==> src/rtl/wake_pkg.sv <==
package wake_pkg;
   // frame and filter geometry
   localparam int NUM_FILT_DEF = 8;
   localparam int MASK_W       = 128;
   localparam int IDX_W        = 11;
   localparam int HDR_LEN      = 12;
   localparam int SYNC_LEN     = 6;
   localparam int ADDR_COPIES  = 16;
   localparam logic [7:0]  SYNC_BYTE = 8'hff;
   // crc-16 agreed with the driver that precomputes expected values
   localparam logic [15:0] CRC_POLY  = 16'h8005;
   localparam logic [15:0] CRC_INIT  = 16'hffff;
   // register byte offsets
   localparam logic [9:0] WCS_OFS      = 10'h000;
   localparam logic [9:0] IRQ_STAT_OFS = 10'h004;
   localparam logic [9:0] IRQ_CLR_OFS  = 10'h008;
   localparam logic [9:0] IRQ_EN_OFS   = 10'h00c;
   localparam logic [9:0] CMD_BASE     = 10'h040;
   localparam logic [9:0] POFS_BASE    = 10'h060;
   localparam logic [9:0] CRC_BASE     = 10'h080;
   localparam logic [9:0] MASK_BASE    = 10'h100;
   // wake_control_status fields and reset value
   localparam int WCS_PAT_EN   = 1;
   localparam int WCS_FRAME_EN = 2;
   localparam int WCS_PAT_RCVD = 5;
   localparam int WCS_FRM_RCVD = 6;
   localparam int WCS_UNI_EN   = 9;
   localparam logic [31:0] WCS_RST = 32'h0000_0000;
   // filter command fields
   localparam int CMD_EN    = 0;
   localparam int CMD_ANY   = 2;
   localparam int CMD_MCAST = 3;
   localparam logic [3:0] CMD_WMASK = 4'hd;
   // interrupt status bits
   localparam int IRQ_FRAME = 0;
   localparam int IRQ_PAT   = 1;

   typedef struct packed {
      logic       vld;
      logic       sof;
      logic       eof;
      logic       pass_filter;
      logic [7:0] data;
   } rx_beat_s;

   typedef enum logic [1:0] {
      PD_SEARCH = 2'b00,
      PD_ADDR   = 2'b01,
      PD_HIT    = 2'b11
   } pd_state_e;

   // msb-first crc-16 over one byte
   function automatic logic [15:0] crc16_byte(input logic [15:0] c, input logic [7:0] b);
      logic [15:0] r;
      r = c;
      for (int k = 7; k >= 0; k--) begin
         r = (r[15] ^ b[k]) ? ({r[14:0], 1'b0} ^ CRC_POLY) : {r[14:0], 1'b0};
      end
      return r;
   endfunction
endpackage

==> src/rtl/wake_frame_detector.sv <==
// Our own choices: the Avalon-MM slave port and the register addresses.
`timescale 1ns/10ps
// Contract
// - filter crc starts at 8-bit pattern offset
// - filter matches only when crc equals stored
// - frame wake only with wake_frame_enable set
// - only enabled filters with crc match count
// - broadcast match always wakes, ignoring broadcast_disable
// - address type qualifies frames passing receive filter
// - pattern_wake_enable suspends normal frame reception
// - pattern found sets status, powers up, wakes
// - pattern checked on own or broadcast frames
// - multicast frames with pattern also accepted
// - six ff sync bytes after address fields
// - sixteen back-to-back node address copies required
// - broken copy run restarts sync search
// - copies anywhere, but sync must precede them
// - 128-bit mask selects bytes from offset on
module wake_frame_detector #(
   parameter int NUM_FILT = wake_pkg::NUM_FILT_DEF
) (
   input  wire logic                i_sys_clk,
   input  wire logic                i_rstn,
   input  wire logic [9:0]          i_avs_address,
   input  wire logic                i_avs_read,
   input  wire logic                i_avs_write,
   input  wire logic [31:0]         i_avs_writedata,
   input  wire logic [3:0]          i_avs_byteenable,
   output logic [31:0]              o_avs_readdata,
   output logic                     o_avs_waitrequest,
   input  wire wake_pkg::rx_beat_s  i_rx,
   input  wire logic [47:0]         i_node_addr,
   output logic                     o_rx_suspend,
   output logic                     o_frame_wake,
   output logic                     o_power_up,
   output logic                     o_remote_wakeup,
   output logic                     o_irq
);
   import wake_pkg::*;

   if (NUM_FILT < 1 || NUM_FILT > 8) begin : g_bad_cfg
      $error("NUM_FILT must be 1 to 8");
   end

   // byte-lane mask from avalon byte enables
   function automatic logic [31:0] lane_mask(input logic [3:0] be);
      return {{8{be[3]}}, {8{be[2]}}, {8{be[1]}}, {8{be[0]}}};
   endfunction

   // one 32-byte bank holds eight word registers
   function automatic logic in_bank(input logic [9:0] a, input logic [9:0] base);
      return a[9:5] == base[9:5];
   endfunction

   logic                       ack_q;
   logic                       wr_go;
   logic                       rd_go;
   logic [2:0]                 sel;
   logic                       sel_ok;
   logic                       cmd_sel;
   logic                       pofs_sel;
   logic                       crc_sel;
   logic                       mask_sel;
   logic [31:0]                rdata;
   logic [31:0]                wm;
   logic [31:0]                w1;
   logic [31:0]                wnew;
   logic [31:0]                wcs_rd;
   logic                       wcs_wr;
   logic                       pat_en_q;
   logic                       frame_en_q;
   logic                       uni_en_q;
   logic                       pat_rcvd_q;
   logic                       frm_rcvd_q;
   logic [1:0]                 irq_stat_q;
   logic [1:0]                 irq_en_q;
   logic [3:0]                 cmd_q [NUM_FILT];
   logic [7:0]                 pofs_q [NUM_FILT];
   logic [15:0]                exp_crc_q [NUM_FILT];
   logic [MASK_W-1:0]          mask_q [NUM_FILT];
   logic [IDX_W-1:0]           idx_q;
   logic [IDX_W-1:0]           idx_cur;
   logic [47:0]                da_q;
   logic                       broadcast_disable_q;
   logic                       mcast_q;
   logic                       own_q;
   logic                       pass_q;
   logic [NUM_FILT-1:0]        f_done;
   logic [NUM_FILT-1:0]        f_match;
   logic [NUM_FILT-1:0]        f_en;
   logic                       any_hit;
   logic                       frame_hit;
   logic                       pd_found;
   logic                       pat_hit;

   // one wait state: decode on the first cycle, answer on the second
   assign o_avs_waitrequest = (i_avs_read | i_avs_write) & ~ack_q;
   assign wr_go             = i_avs_write & ack_q;
   assign rd_go             = i_avs_read & ~ack_q;

   always_ff @(posedge i_sys_clk or negedge i_rstn) begin
      if (!i_rstn) ack_q <= 1'b0;
      else ack_q <= (i_avs_read | i_avs_write) & ~ack_q;
   end

   // address decode, filters past NUM_FILT are unmapped
   assign sel      = i_avs_address[4:2];
   assign sel_ok   = int'(sel) < NUM_FILT;
   assign cmd_sel  = in_bank(i_avs_address, CMD_BASE) && sel_ok;
   assign pofs_sel = in_bank(i_avs_address, POFS_BASE) && sel_ok;
   assign crc_sel  = in_bank(i_avs_address, CRC_BASE) && sel_ok;
   assign mask_sel = (i_avs_address[9:7] == MASK_BASE[9:7])
                     && (int'(i_avs_address[6:4]) < NUM_FILT);

   // control and status image
   always_comb begin
      wcs_rd               = WCS_RST;
      wcs_rd[WCS_PAT_EN]   = pat_en_q;
      wcs_rd[WCS_FRAME_EN] = frame_en_q;
      wcs_rd[WCS_PAT_RCVD] = pat_rcvd_q;
      wcs_rd[WCS_FRM_RCVD] = frm_rcvd_q;
      wcs_rd[WCS_UNI_EN]   = uni_en_q;
   end

   // read image; unmapped and write-only offsets read zero
   always_comb begin
      rdata = 32'h0000_0000;
      if (i_avs_address == WCS_OFS) begin
         rdata = wcs_rd;
      end else if (i_avs_address == IRQ_STAT_OFS) begin
         rdata[1:0] = irq_stat_q;
      end else if (i_avs_address == IRQ_EN_OFS) begin
         rdata[1:0] = irq_en_q;
      end else if (cmd_sel) begin
         rdata[3:0] = cmd_q[sel];
      end else if (pofs_sel) begin
         rdata[7:0] = pofs_q[sel];
      end else if (crc_sel) begin
         rdata[15:0] = exp_crc_q[sel];
      end else if (mask_sel) begin
         rdata = mask_q[i_avs_address[6:4]][{i_avs_address[3:2], 5'h00} +: 32];
      end
   end

   // byte-enabled writes merge into the current image
   assign wm     = lane_mask(i_avs_byteenable);
   assign w1     = i_avs_writedata & wm;
   assign wnew   = (rdata & ~wm) | w1;
   assign wcs_wr = wr_go && (i_avs_address == WCS_OFS);

   always_ff @(posedge i_sys_clk or negedge i_rstn) begin
      if (!i_rstn) o_avs_readdata <= 32'h0000_0000;
      else if (rd_go) o_avs_readdata <= rdata;
   end

   // software enables; host drops the pattern enable to resume reception
   always_ff @(posedge i_sys_clk or negedge i_rstn) begin
      if (!i_rstn) begin
         pat_en_q   <= WCS_RST[WCS_PAT_EN];
         frame_en_q <= WCS_RST[WCS_FRAME_EN];
         uni_en_q   <= WCS_RST[WCS_UNI_EN];
      end else if (wcs_wr) begin
         pat_en_q   <= wnew[WCS_PAT_EN];
         frame_en_q <= wnew[WCS_FRAME_EN];
         uni_en_q   <= wnew[WCS_UNI_EN];
      end
   end

   // wake causes stay until written with one; a new event wins the clear
   always_ff @(posedge i_sys_clk or negedge i_rstn) begin
      if (!i_rstn) begin
         pat_rcvd_q <= WCS_RST[WCS_PAT_RCVD];
         frm_rcvd_q <= WCS_RST[WCS_FRM_RCVD];
      end else begin
         pat_rcvd_q <= pat_hit | (pat_rcvd_q & ~(wcs_wr & w1[WCS_PAT_RCVD]));
         frm_rcvd_q <= frame_hit | (frm_rcvd_q & ~(wcs_wr & w1[WCS_FRM_RCVD]));
      end
   end

   // interrupt status, clear and enable
   always_ff @(posedge i_sys_clk or negedge i_rstn) begin
      if (!i_rstn) begin
         irq_stat_q <= 2'h0;
         irq_en_q   <= 2'h0;
      end else begin
         irq_stat_q[IRQ_FRAME] <= frame_hit | (irq_stat_q[IRQ_FRAME]
                                  & ~(wr_go && i_avs_address == IRQ_CLR_OFS && w1[IRQ_FRAME]));
         irq_stat_q[IRQ_PAT]   <= pat_hit | (irq_stat_q[IRQ_PAT]
                                  & ~(wr_go && i_avs_address == IRQ_CLR_OFS && w1[IRQ_PAT]));
         if (wr_go && i_avs_address == IRQ_EN_OFS) irq_en_q <= wnew[1:0];
      end
   end

   assign o_irq = |(irq_stat_q & irq_en_q);

   // per-filter configuration; reserved command bit stays zero
   always_ff @(posedge i_sys_clk or negedge i_rstn) begin
      if (!i_rstn) begin
         for (int f = 0; f < NUM_FILT; f++) begin
            cmd_q[f]     <= 4'h0;
            pofs_q[f]    <= 8'h00;
            exp_crc_q[f] <= 16'h0000;
            mask_q[f]    <= '0;
         end
      end else if (wr_go) begin
         if (cmd_sel) cmd_q[sel] <= wnew[3:0] & CMD_WMASK;
         if (pofs_sel) pofs_q[sel] <= wnew[7:0];
         if (crc_sel) exp_crc_q[sel] <= wnew[15:0];
         if (mask_sel) mask_q[i_avs_address[6:4]][{i_avs_address[3:2], 5'h00} +: 32] <= wnew;
      end
   end

   // byte position within the frame, saturating on long frames
   assign idx_cur = i_rx.sof ? '0 : idx_q;

   always_ff @(posedge i_sys_clk or negedge i_rstn) begin
      if (!i_rstn) idx_q <= '0;
      else if (i_rx.vld) idx_q <= (&idx_cur) ? idx_cur : idx_cur + 1'b1;
   end

   // destination address captured from the first six bytes
   always_ff @(posedge i_sys_clk or negedge i_rstn) begin
      if (!i_rstn) da_q <= 48'h0000_0000_0000;
      else if (i_rx.vld && idx_cur < IDX_W'(6)) da_q <= {da_q[39:0], i_rx.data};
   end

   // frame class held from end of frame for the verdict cycle
   always_ff @(posedge i_sys_clk or negedge i_rstn) begin
      if (!i_rstn) begin
         broadcast_disable_q <= 1'b0;
         mcast_q <= 1'b0;
         own_q   <= 1'b0;
         pass_q  <= 1'b0;
      end else if (i_rx.vld && i_rx.eof) begin
         broadcast_disable_q <= &da_q;
         mcast_q <= da_q[40];
         own_q   <= da_q == i_node_addr;
         pass_q  <= i_rx.pass_filter;
      end
   end

   for (genvar f = 0; f < NUM_FILT; f++) begin : g_filt
      assign f_en[f] = cmd_q[f][CMD_EN];
      wake_crc_filter u_filt (
         .i_sys_clk  (i_sys_clk),
         .i_rstn     (i_rstn),
         .i_rx       (i_rx),
         .i_idx      (idx_cur),
         .i_offset   (pofs_q[f]),
         .i_mask     (mask_q[f]),
         .i_expected (exp_crc_q[f]),
         .o_done     (f_done[f]),
         .o_match    (f_match[f])
      );
   end

   // wake table; broadcast ignores broadcast_disable on purpose
   always_comb begin
      any_hit = 1'b0;
      for (int f = 0; f < NUM_FILT; f++) begin
         if (f_en[f] && f_match[f]) begin
            if (broadcast_disable_q) any_hit = 1'b1;
            if (!mcast_q && uni_en_q) any_hit = 1'b1;
            if (pass_q && (cmd_q[f][CMD_ANY]
                || (cmd_q[f][CMD_MCAST] ? (mcast_q && !broadcast_disable_q) : !mcast_q))) begin
               any_hit = 1'b1;
            end
         end
      end
   end

   assign frame_hit = f_done[0] & frame_en_q & any_hit;

   // normal reception held off while watching for the pattern
   assign o_rx_suspend = pat_en_q;

   wake_pattern_detect u_pat (
      .i_sys_clk   (i_sys_clk),
      .i_rstn      (i_rstn),
      .i_en        (pat_en_q),
      .i_rx        (i_rx),
      .i_idx       (idx_cur),
      .i_node_addr (i_node_addr),
      .o_found     (pd_found)
   );

   // own address, or group bit which covers broadcast and multicast
   assign pat_hit = pd_found & pat_en_q & (own_q | mcast_q);

   // wake pulses, registered so they line up with the status bits
   always_ff @(posedge i_sys_clk or negedge i_rstn) begin
      if (!i_rstn) begin
         o_frame_wake    <= 1'b0;
         o_power_up      <= 1'b0;
         o_remote_wakeup <= 1'b0;
      end else begin
         o_frame_wake    <= frame_hit;
         o_power_up      <= pat_hit;
         o_remote_wakeup <= pat_hit | frame_hit;
      end
   end
endmodule // wake_frame_detector

==> src/rtl/wake_crc_filter.sv <==
`timescale 1ns/10ps
module wake_crc_filter (
   input  wire logic                         i_sys_clk,
   input  wire logic                         i_rstn,
   input  wire wake_pkg::rx_beat_s           i_rx,
   input  wire logic [wake_pkg::IDX_W-1:0]   i_idx,
   input  wire logic [7:0]                   i_offset,
   input  wire logic [wake_pkg::MASK_W-1:0]  i_mask,
   input  wire logic [15:0]                  i_expected,
   output logic                              o_done,
   output logic                              o_match
);
   import wake_pkg::*;

   logic [15:0]      crc_q;
   logic [15:0]      crc_base;
   logic [15:0]      crc_d;
   logic [IDX_W-1:0] rel;
   logic             take;

   // byte window starts at the pattern offset, mask picks bytes within it
   assign crc_base = i_rx.sof ? CRC_INIT : crc_q;
   assign rel      = i_idx - IDX_W'(i_offset);
   assign take     = i_rx.vld && (i_idx >= IDX_W'(i_offset))
                     && (rel < IDX_W'(MASK_W)) && i_mask[rel[6:0]];
   assign crc_d    = take ? crc16_byte(crc_base, i_rx.data) : crc_base;

   // running crc, restarted by each frame start
   always_ff @(posedge i_sys_clk or negedge i_rstn) begin
      if (!i_rstn) crc_q <= CRC_INIT;
      else if (i_rx.vld) crc_q <= crc_d;
   end

   // verdict one cycle after the last byte
   always_ff @(posedge i_sys_clk or negedge i_rstn) begin
      if (!i_rstn) begin
         o_done  <= 1'b0;
         o_match <= 1'b0;
      end else begin
         o_done  <= i_rx.vld & i_rx.eof;
         o_match <= i_rx.vld & i_rx.eof & (crc_d == i_expected);
      end
   end
endmodule // wake_crc_filter

==> src/rtl/wake_pattern_detect.sv <==
`timescale 1ns/10ps
module wake_pattern_detect (
   input  wire logic                        i_sys_clk,
   input  wire logic                        i_rstn,
   input  wire logic                        i_en,
   input  wire wake_pkg::rx_beat_s          i_rx,
   input  wire logic [wake_pkg::IDX_W-1:0]  i_idx,
   input  wire logic [47:0]                 i_node_addr,
   output logic                             o_found
);
   import wake_pkg::*;

   pd_state_e   st_q;
   logic [2:0]  ff_cnt_q;
   logic [2:0]  pos_q;
   logic [4:0]  copies_q;
   logic [47:0] sh;
   logic [7:0]  want;
   logic        is_ff;
   logic        body;
   logic        last_copy;

   // expected address byte, first on the wire is the top byte
   assign sh        = i_node_addr << (6'(pos_q) * 6'd8);
   assign want      = sh[47:40];
   assign is_ff     = (i_rx.data == SYNC_BYTE);
   assign body      = i_rx.vld && !i_rx.sof && (i_idx >= IDX_W'(HDR_LEN));
   assign last_copy = (st_q == PD_ADDR) && body && (i_rx.data == want)
                      && (pos_q == 3'd5) && (copies_q == 5'(ADDR_COPIES - 1));

   // sync search, then address copies; a break falls back to search
   always_ff @(posedge i_sys_clk or negedge i_rstn) begin
      if (!i_rstn) begin
         st_q     <= PD_SEARCH;
         ff_cnt_q <= 3'h0;
         pos_q    <= 3'h0;
         copies_q <= 5'h00;
      end else if (!i_en || (i_rx.vld && i_rx.sof)) begin
         st_q     <= PD_SEARCH;
         ff_cnt_q <= 3'h0;
         pos_q    <= 3'h0;
         copies_q <= 5'h00;
      end else if (body) begin
         case (st_q)
            PD_SEARCH: begin
               if (is_ff) begin
                  ff_cnt_q <= (ff_cnt_q == 3'(SYNC_LEN)) ? ff_cnt_q : ff_cnt_q + 3'h1;
               end else if (ff_cnt_q == 3'(SYNC_LEN) && i_rx.data == want) begin
                  st_q     <= PD_ADDR;
                  pos_q    <= 3'h1;
                  copies_q <= 5'h00;
                  ff_cnt_q <= 3'h0;
               end else begin
                  ff_cnt_q <= 3'h0;
               end
            end
            PD_ADDR: begin
               if (i_rx.data != want) begin
                  st_q     <= PD_SEARCH;
                  pos_q    <= 3'h0;
                  copies_q <= 5'h00;
                  ff_cnt_q <= is_ff ? 3'h1 : 3'h0;
               end else if (pos_q == 3'd5) begin
                  pos_q    <= 3'h0;
                  copies_q <= copies_q + 5'h01;
                  if (last_copy) st_q <= PD_HIT;
               end else begin
                  pos_q <= pos_q + 3'h1;
               end
            end
            PD_HIT: st_q <= PD_HIT;
            default: st_q <= PD_SEARCH;
         endcase
      end
   end

   // report at frame end, including a pattern completed by the last byte
   always_ff @(posedge i_sys_clk or negedge i_rstn) begin
      if (!i_rstn) o_found <= 1'b0;
      else o_found <= i_en & i_rx.vld & i_rx.eof & ((st_q == PD_HIT) | last_copy);
   end
endmodule // wake_pattern_detect

==> config.mk <==
export PLATFORM = sky130hd
export DESIGN_NAME = wake_frame_detector
export DESIGN_NICKNAME = d
export VERILOG_FILES = /design/src/rtl/wake_pkg.sv /design/src/rtl/wake_frame_detector.sv /design/src/rtl/wake_crc_filter.sv /design/src/rtl/wake_pattern_detect.sv
export SDC_FILE = /design/constraint.sdc
export NUM_CORES = 2
export LEC_CHECK = 0
export ABC_AREA = 1
export BUFFER_PORTS_ARGS = -buffer_cell sky130_fd_sc_hd__buf_2
export CAP_MARGIN = 40
export CELL_PAD_IN_SITES_DETAIL_PLACEMENT = 2
export CELL_PAD_IN_SITES_GLOBAL_PLACEMENT = 2
export CORE_MARGIN = 2
export CORE_UTILIZATION = 37
export DETAILED_ROUTE_END_ITERATION = 7
export GPL_TIMING_DRIVEN = 0
export HOLD_SLACK_MARGIN = 0.1
export PLACE_DENSITY_LB_ADDON = 0.1
export REMOVE_ABC_BUFFERS = 1
export SLEW_MARGIN = 20
export SYNTH_ARGS = -nofsm -noshare
export SYNTH_HDL_FRONTEND = slang
export SYNTH_HIERARCHICAL = 1
export SYNTH_SLANG_ARGS = --single-unit
export TNS_END_PERCENT = 10
==> constraint.sdc <==
create_clock -name i_sys_clk -period 5.5 [get_ports i_sys_clk]
set_clock_uncertainty 0.15 [all_clocks]
set_input_delay 0.55 -clock i_sys_clk [delete_from_list [all_inputs] [get_ports i_sys_clk]]
set_output_delay 0.55 -clock i_sys_clk [all_outputs]
set_load 0.02 [all_outputs]
---- Word-level counts from Yosys, hierarchy flattened ----
Index checks and enable logic that the tools add are counted.
Widths: inputs -> output; s select.
cells by class
  shifts and indexed selects .............. 4
  bitwise logic cells ..................... 173
  $add $sub $neg .......................... 13
  $lt $le $gt $ge ......................... 30
  muxes and demuxes ....................... 209
  equal/unequal tests ..................... 30
  reduce and logical (&&, ||, !) cells .... 87
operator list
  kind                      number
  $mux 16                   85
  $bwmux 1024               1
  $bmux 128 s3              1
  $demux 128 s3             1
  $mux 128                  3
  $mux 32                   8
  $not 3->3                 64
  $bwmux 128                1
  $eq 16x16->1              8
  $shift 32x9->128 const A  1
  $shiftx 128x8->32         1
  $shiftx 32x9->128         1
  $ge 11x8->1               8
  $lt 11x8->1 const B       8
  $sub 11x8->11             8
  $and 32x32->32            2
  $bwmux 64                 1
  $lt 7x8->1 const B        8
  $xor 1x1->1               64
  $mux 30                   2
  $logic_and 1x1->1         59
  $bmux 1 s7                8
  $mux 1                    49
  $bmux 16 s3               1
  other kinds (62)          153
word-level totals
  register bits after elaboration ......... 1507

---- Longest topological paths before layout ----
  word-level depth ........................ 37
  gate-level depth with buffers ........... 29

---- By module ----
Netlist, hierarchy kept.
by module, submodules not included
  module                                  area each (um2)  instances  cells an instance
  wake_frame_detector                     61036.0          1          7207
  wake_crc_filter (g_filt[0].u_filt ...)  3447.1           3          655
  wake_crc_filter (g_filt[3].u_filt ...)  3403.3           3          642
  wake_crc_filter (g_filt[6].u_filt ...)  3447.1           2          659
  wake_pattern_detect                     1692.9           1          302

---- Worst setup path before layout ----
No wires, ideal clock.
  kind .................................... input port to flip-flop
  from .................................... input port i_rx[10] in the netlist's numbering
  to ...................................... register g_filt[0].u_filt.o_match
  path buffers ............................ 4
  setup time .............................. 71 ps
  path slack .............................. 1158 ps
  cell stages on the path ................. 21
  arrival ................................. 4120 ps
  data required time ...................... 5279 ps
  path through ............................ clkbuf_1 nor2_1 fa_1 buf_2 inv_1 buf_2 nand3_1 nand3_1 nand3_1 nand3_1 nand3_1 nand2_1 nand2_4 nand3_2 buf_2 nand2_1 nand2_1 o21ai_0 nor2_1 nand3_1 nor2_1
RTL lines
  what                                                                      RTL line                                      RTL
  from (decl)                                                               wake_frame_detector.sv:31                     input wire wake_pkg::rx_beat_s i_rx,
  $mux 11 *                                                                 wake_frame_detector.sv:214                    assign idx_cur = i_rx.sof ? '0 : idx_q;
  via idx_cur[1]                                                            wake_frame_detector.sv:82                     logic [IDX_W-1:0] idx_cur;
  $sub 11x8->11 / $ge 11x8->1 (equally long branches)                       wake_crc_filter.sv:23, wake_crc_filter.sv:24
  $bmux 1 s7 (tied with other cells)                                        wake_crc_filter.sv:25                         && (rel < IDX_W'(MASK_W)) && i_mask[rel[6:0]];
  $mux 1 (not written as such) / $logic_and 1x1->1 (equally long branches)  wake_crc_filter.sv:25
  $logic_and 1x1->1 *                                                       wake_crc_filter.sv:25
  $mux 16 *                                                                 wake_crc_filter.sv:26                         assign crc_d = take ? crc16_byte(crc_base, i_rx.data) : crc_base;
  $eq 16x16->1 *                                                            wake_crc_filter.sv:41                         o_match <= i_rx.vld & i_rx.eof & (crc_d == i_expected);
  $and 1x1->1 *                                                             wake_crc_filter.sv:41
  to (signal assigned)                                                      wake_crc_filter.sv:41
  to (decl)                                                                 wake_crc_filter.sv:11                         output logic o_match
Mark *: on every way through the listed nets, which the timed path passes. The rest lies on a longest branch. The select of a mux whose other input is x is not followed.
A chain may end at the register's enable or synchronous reset.

---- Worst setup path in the final report ----
  from .................................... input port i_avs_address[5]
  to ...................................... register mask_q[36] in the netlist's numbering
between the ends
  word-level cells in the longest chain between the ends .. 22
RTL lines
  what                                          RTL line                                                RTL
  from (decl)                                   wake_frame_detector.sv:24                               input wire logic [9:0] i_avs_address,
  $not 3->4 (not written as such)               wake_frame_detector.sv:141, wake_frame_detector.sv:209
  $bmux 128 s3                                  wake_frame_detector.sv:141                              rdata = mask_q[i_avs_address[6:4]][{i_avs_address[3:2], 5'h00} +: 32];
  $mux 128 (not written as such) (2 in series)  wake_frame_detector.sv:141
  $shiftx 128x8->32                             wake_frame_detector.sv:141
  $mux 32                                       wake_frame_detector.sv:140                              end else if (mask_sel) begin
  $mux 32                                       wake_frame_detector.sv:138                              end else if (crc_sel) begin
  $mux 32                                       wake_frame_detector.sv:136                              end else if (pofs_sel) begin
  $mux 32                                       wake_frame_detector.sv:134                              end else if (cmd_sel) begin
  [... 5 more ...]                              n/a
  $mux 4 / $mux 28 (equally long branches)      wake_frame_detector.sv:134
  $mux 2 / $mux 30 (equally long branches)      wake_frame_detector.sv:132                              end else if (i_avs_address == IRQ_EN_OFS) begin
  $mux 2 / $mux 30 (equally long branches)      wake_frame_detector.sv:130                              end else if (i_avs_address == IRQ_STAT_OFS) begin
  $mux 32                                       wake_frame_detector.sv:128                              if (i_avs_address == WCS_OFS) begin
  $and 32x32->32                                wake_frame_detector.sv:148                              assign wnew = (rdata & ~wm) | w1;
  $or 32x32->32                                 wake_frame_detector.sv:148
  $shiftx 32x9->128                             wake_frame_detector.sv:209                              if (mask_sel) mask_q[i_avs_address[6:4]][{i_avs_address[3:2], 5'h00} +: 32] <= wnew;
  $bwmux 1024 *                                 wake_frame_detector.sv:209
  to (signal, indexed assignment)               wake_frame_detector.sv:209
  to (decl)                                     wake_frame_detector.sv:80                               logic [MASK_W-1:0] mask_q [NUM_FILT];
Mark *: on every way between the ends. The rest lies on a longest branch, timed or not. The select of a mux whose other input is x is not followed.

==> flow_metrics.tcl <==
set metrics [dict create \
    violations "setup timing" \
    drtAntennaViolNets 0 \
    holdCritPathClass "in2reg" \
    dpl.hpwl_um 378000 \
    multi_input_area_um2 46200 \
    drt-pass1-iter-count 6 \
    drv_slew 0 \
    finalSetupViolCount 26 \
    cp-start-kind "input pin" \
    hold_viol 0 \
    synthesis.area_um2 90000 \
    die_h_um 497 \
    worstMarginPinSlew_ns 0.992 \
    cts.sinks 1499 \
    grt-busiest-layer "met2" \
    path_delay_family "simple AND/OR/NAND/NOR gates" \
    route.detailed.drc 0 \
    grt_use_met3 0.128 \
    grt.met1_usage 0.507 \
    p_sw_frac 0.366 \
    setup_slack_ns -0.127 \
    cp_num_buf_inv 2 \
    die_x_um 497 \
    slowest_stage "nand2_2" \
    die_area_um2 247000 \
    totalPowerFinal_mw 34.0 \
    hold_slack_ns 0.156 \
    grt_pass1_wl_um 785000 \
    dp.cells 15600 \
    fp-row-count 181 \
    routed-via-count 102000 \
    worstSetupPathType "in2reg" \
    core-area_um2 243000 \
    min_period_ns 5.63 \
    grt_util_met2 0.675 \
    start_util 0.371 \
    cpPeakStageDelay_ns 0.73 \
    p_int_mw 21.5 \
    io_buffer_count 147 \
    grt_pass1_vias 107000 \
    max_cap_violations 0 \
    antenna_found_initial 40 \
    relSlewSlack 0.336 \
    clockRootBuffer "clkbuf_16" \
    syn_area_per_cell_um2 7.08 \
    power_density_nw_per_um2 324 \
    ir_worst_vdd_v 0.000218 \
    critical_path.max_fanout 17 \
    drive_above_1_share 0.102 \
    fmax_ghz 0.178 \
    worstPathCellList "clkbuf_4, inv_2, nor2_4, nand2_2, o22ai_1, nor2_1, nand3_1, o21ai_1, nand2_1, nand3_1, nand2_1, nand3_1, nand2_1, nand4_1, o21ai_0" \
    post-place-ws_ns -2.05 \
    stdcell_count 16000 \
    fin_crit_sh 1.02 \
    syn-instance-count 12700 \
    fin_nets 12800 \
    cts_made_buffers 189 \
    seqCellArea_um2 37700 \
    arrival_ns 6.27 \
    gp_congestion 0.921 \
    drtIter0Drc 10700 \
    drt-total-wl_um 552000 \
    p_leak_nw 48.8 \
    vias_per_cell 6.34 \
    cts_tree "yes" \
    utilization 0.433 \
    area_delta_synth_final_pct 16.7 \
    fillers 28000 \
    grt_overflow 0 \
    p_seq_frac 0.351 \
    p_comb_frac 0.252 \
    rsz0062_at_grt "yes" \
    p_clk_frac 0.397 \
    clock_latency_ns 0.92 \
    clk_pin_slew_ns 0.06 \
    grt_max_degree 127 \
    status "finished with violations" \
    cts_buffer_depth 3 \
    grtUsageTotal 0.436 \
    p_switching_mw 12.4 \
    wl_per_cell_um 34.4 \
    htree_num_levels 4 \
    io_pins 148 \
    crit_path_end_kind "register" \
    worstPathRequired_ns 6.15 \
    yosysWarnings 6 \
]
## worst min-delay path, delay by kind of cell
family	cells	cell delay (ns)
buffers and inverters	1	0.34
and+or+nand+nor	1	0.20
AOI/OAI and AO/OA	1	0.04
## power groups by stage
stage	Combinational, mW	Sequential (mW)	Clock [mW]
after global routing	8.70	12.0	14.0
after detailed placement	7.76	12.1	0
after global placement	7.09	12.1	0
final	8.57	11.9	13.5
after CTS	7.98	11.9	13.6
after floorplan	3.35	12.0	0
## metal layers
layer | up-vias | share of wire
met5 | - | 0.00045
met4 | 32 | 0.093
met3 | 2233 | 0.098
met2 | 5826 | 0.44
met1 | 51900 | 0.37
li1 | 41600 | -
## sequential cells by signal, indices dropped and copies added (netlist names), 2 cells and up
register and flops:
mask_q 1024, exp_crc_q 128, g_filt.u_filt/crc_q 128, pofs_q 64, da_q 48, o_avs_readdata 32
cmd_q 24, idx_q 11, g_filt.u_filt/o_match 8, u_pat/copies_q 5, u_pat/ff_cnt_q 3, u_pat/pos_q 3
irq_en_q 2, irq_stat_q 2, u_pat/st_q 2
## layout make-up
| cell class | count | share of cell area |
|---|---|---|
| Multi-Input combinational cell | 9554 | 0.440 |
| Antenna cell | 33 | 0.000786 |
| Inverter | 948 | 0.0357 |
| Timing Repair Buffer | 461 | 0.0649 |
| Tap cell | 3202 | 0.0382 |
| Clock inverter | 62 | 0.00796 |
| Sequential cell | 1499 | 0.359 |
| Clock buffer | 279 | 0.0539 |
## worst paths after layout
check                                                            start                                endpoint  slack (ns)  cells after the start
worst min register to register  g_filt[6].u_filt/crc_q[12]$_DFFE_PN1P_  g_filt[6].u_filt/crc_q[12]$_DFFE_PN1P_        0.32                      2
max in group asynchronous                                       i_rstn                 mask_q[995]$_DFFE_PN0P_        1.96                      7
worst min-delay path                                           i_rx[9]                 u_pat/o_found$_DFF_PN0_        0.16                      3
worst max-delay path                                  i_avs_address[5]                  mask_q[36]$_DFFE_PN0P_       -0.13                     15
min in group asynchronous                                       i_rstn                     da_q[2]$_DFFE_PN0P_        0.53                      3
worst max register to register                    idx_q[0]$_DFFE_PN0P_      g_filt[5].u_filt/o_match$_DFF_PN0_       -0.07                     25
## layout by cell type (no fill, tap or decap), drive strengths merged, types with 8 or more instances in the layout
| cell | count |
|---|---|
| nor2 | 671 |
| nor4 | 23 |
| clkbuf | 281 |
| bufinv | 19 |
| a221oi | 52 |
| nand3 | 1633 |
| a21oi | 174 |
| diode | 33 |
| nand3b | 54 |
| xor2 | 150 |
| o21a | 18 |
| o21bai | 19 |
| a31oi | 51 |
| nand4 | 202 |
| clkinv | 45 |
| a22oi | 60 |
| dlygate4sd3 | 33 |
| fa | 8 |
| o41ai | 9 |
| o211ai | 21 |
| o22ai | 139 |
| o21ai | 1229 |
| inv | 944 |
| buf | 425 |
| xnor2 | 62 |
| or2 | 31 |
| ha | 73 |
| a22o | 63 |
| nand2 | 4683 |
| a211oi | 17 |
| nor3 | 54 |
| dfstp | 128 |
| dfrtp | 1371 |
| o2111ai | 9 |
| and2 | 10 |
## timing repair
action / CTS / global route
endpoints found under the setup margin: 196 / 95
buffers inserted: 19 / 2
cloned: 1 / 4
pin swaps: 10 / 6
endpoints found under the hold margin: 324 / 0
hold buffers: 34 / 0
resized for setup: 34 / 53
## per-stage QoR
stage | setup TNS (ns) | area, µm²
after CTS | 0 | 104000
final | -0.745 | 105000
after detailed placement | -533.29 | 97200
after global routing | -0.0998 | 105000
after floorplan | -376.81 | 86500
after global placement | - | 91200
No activity file was read; power rests on OpenSTA's default activity.
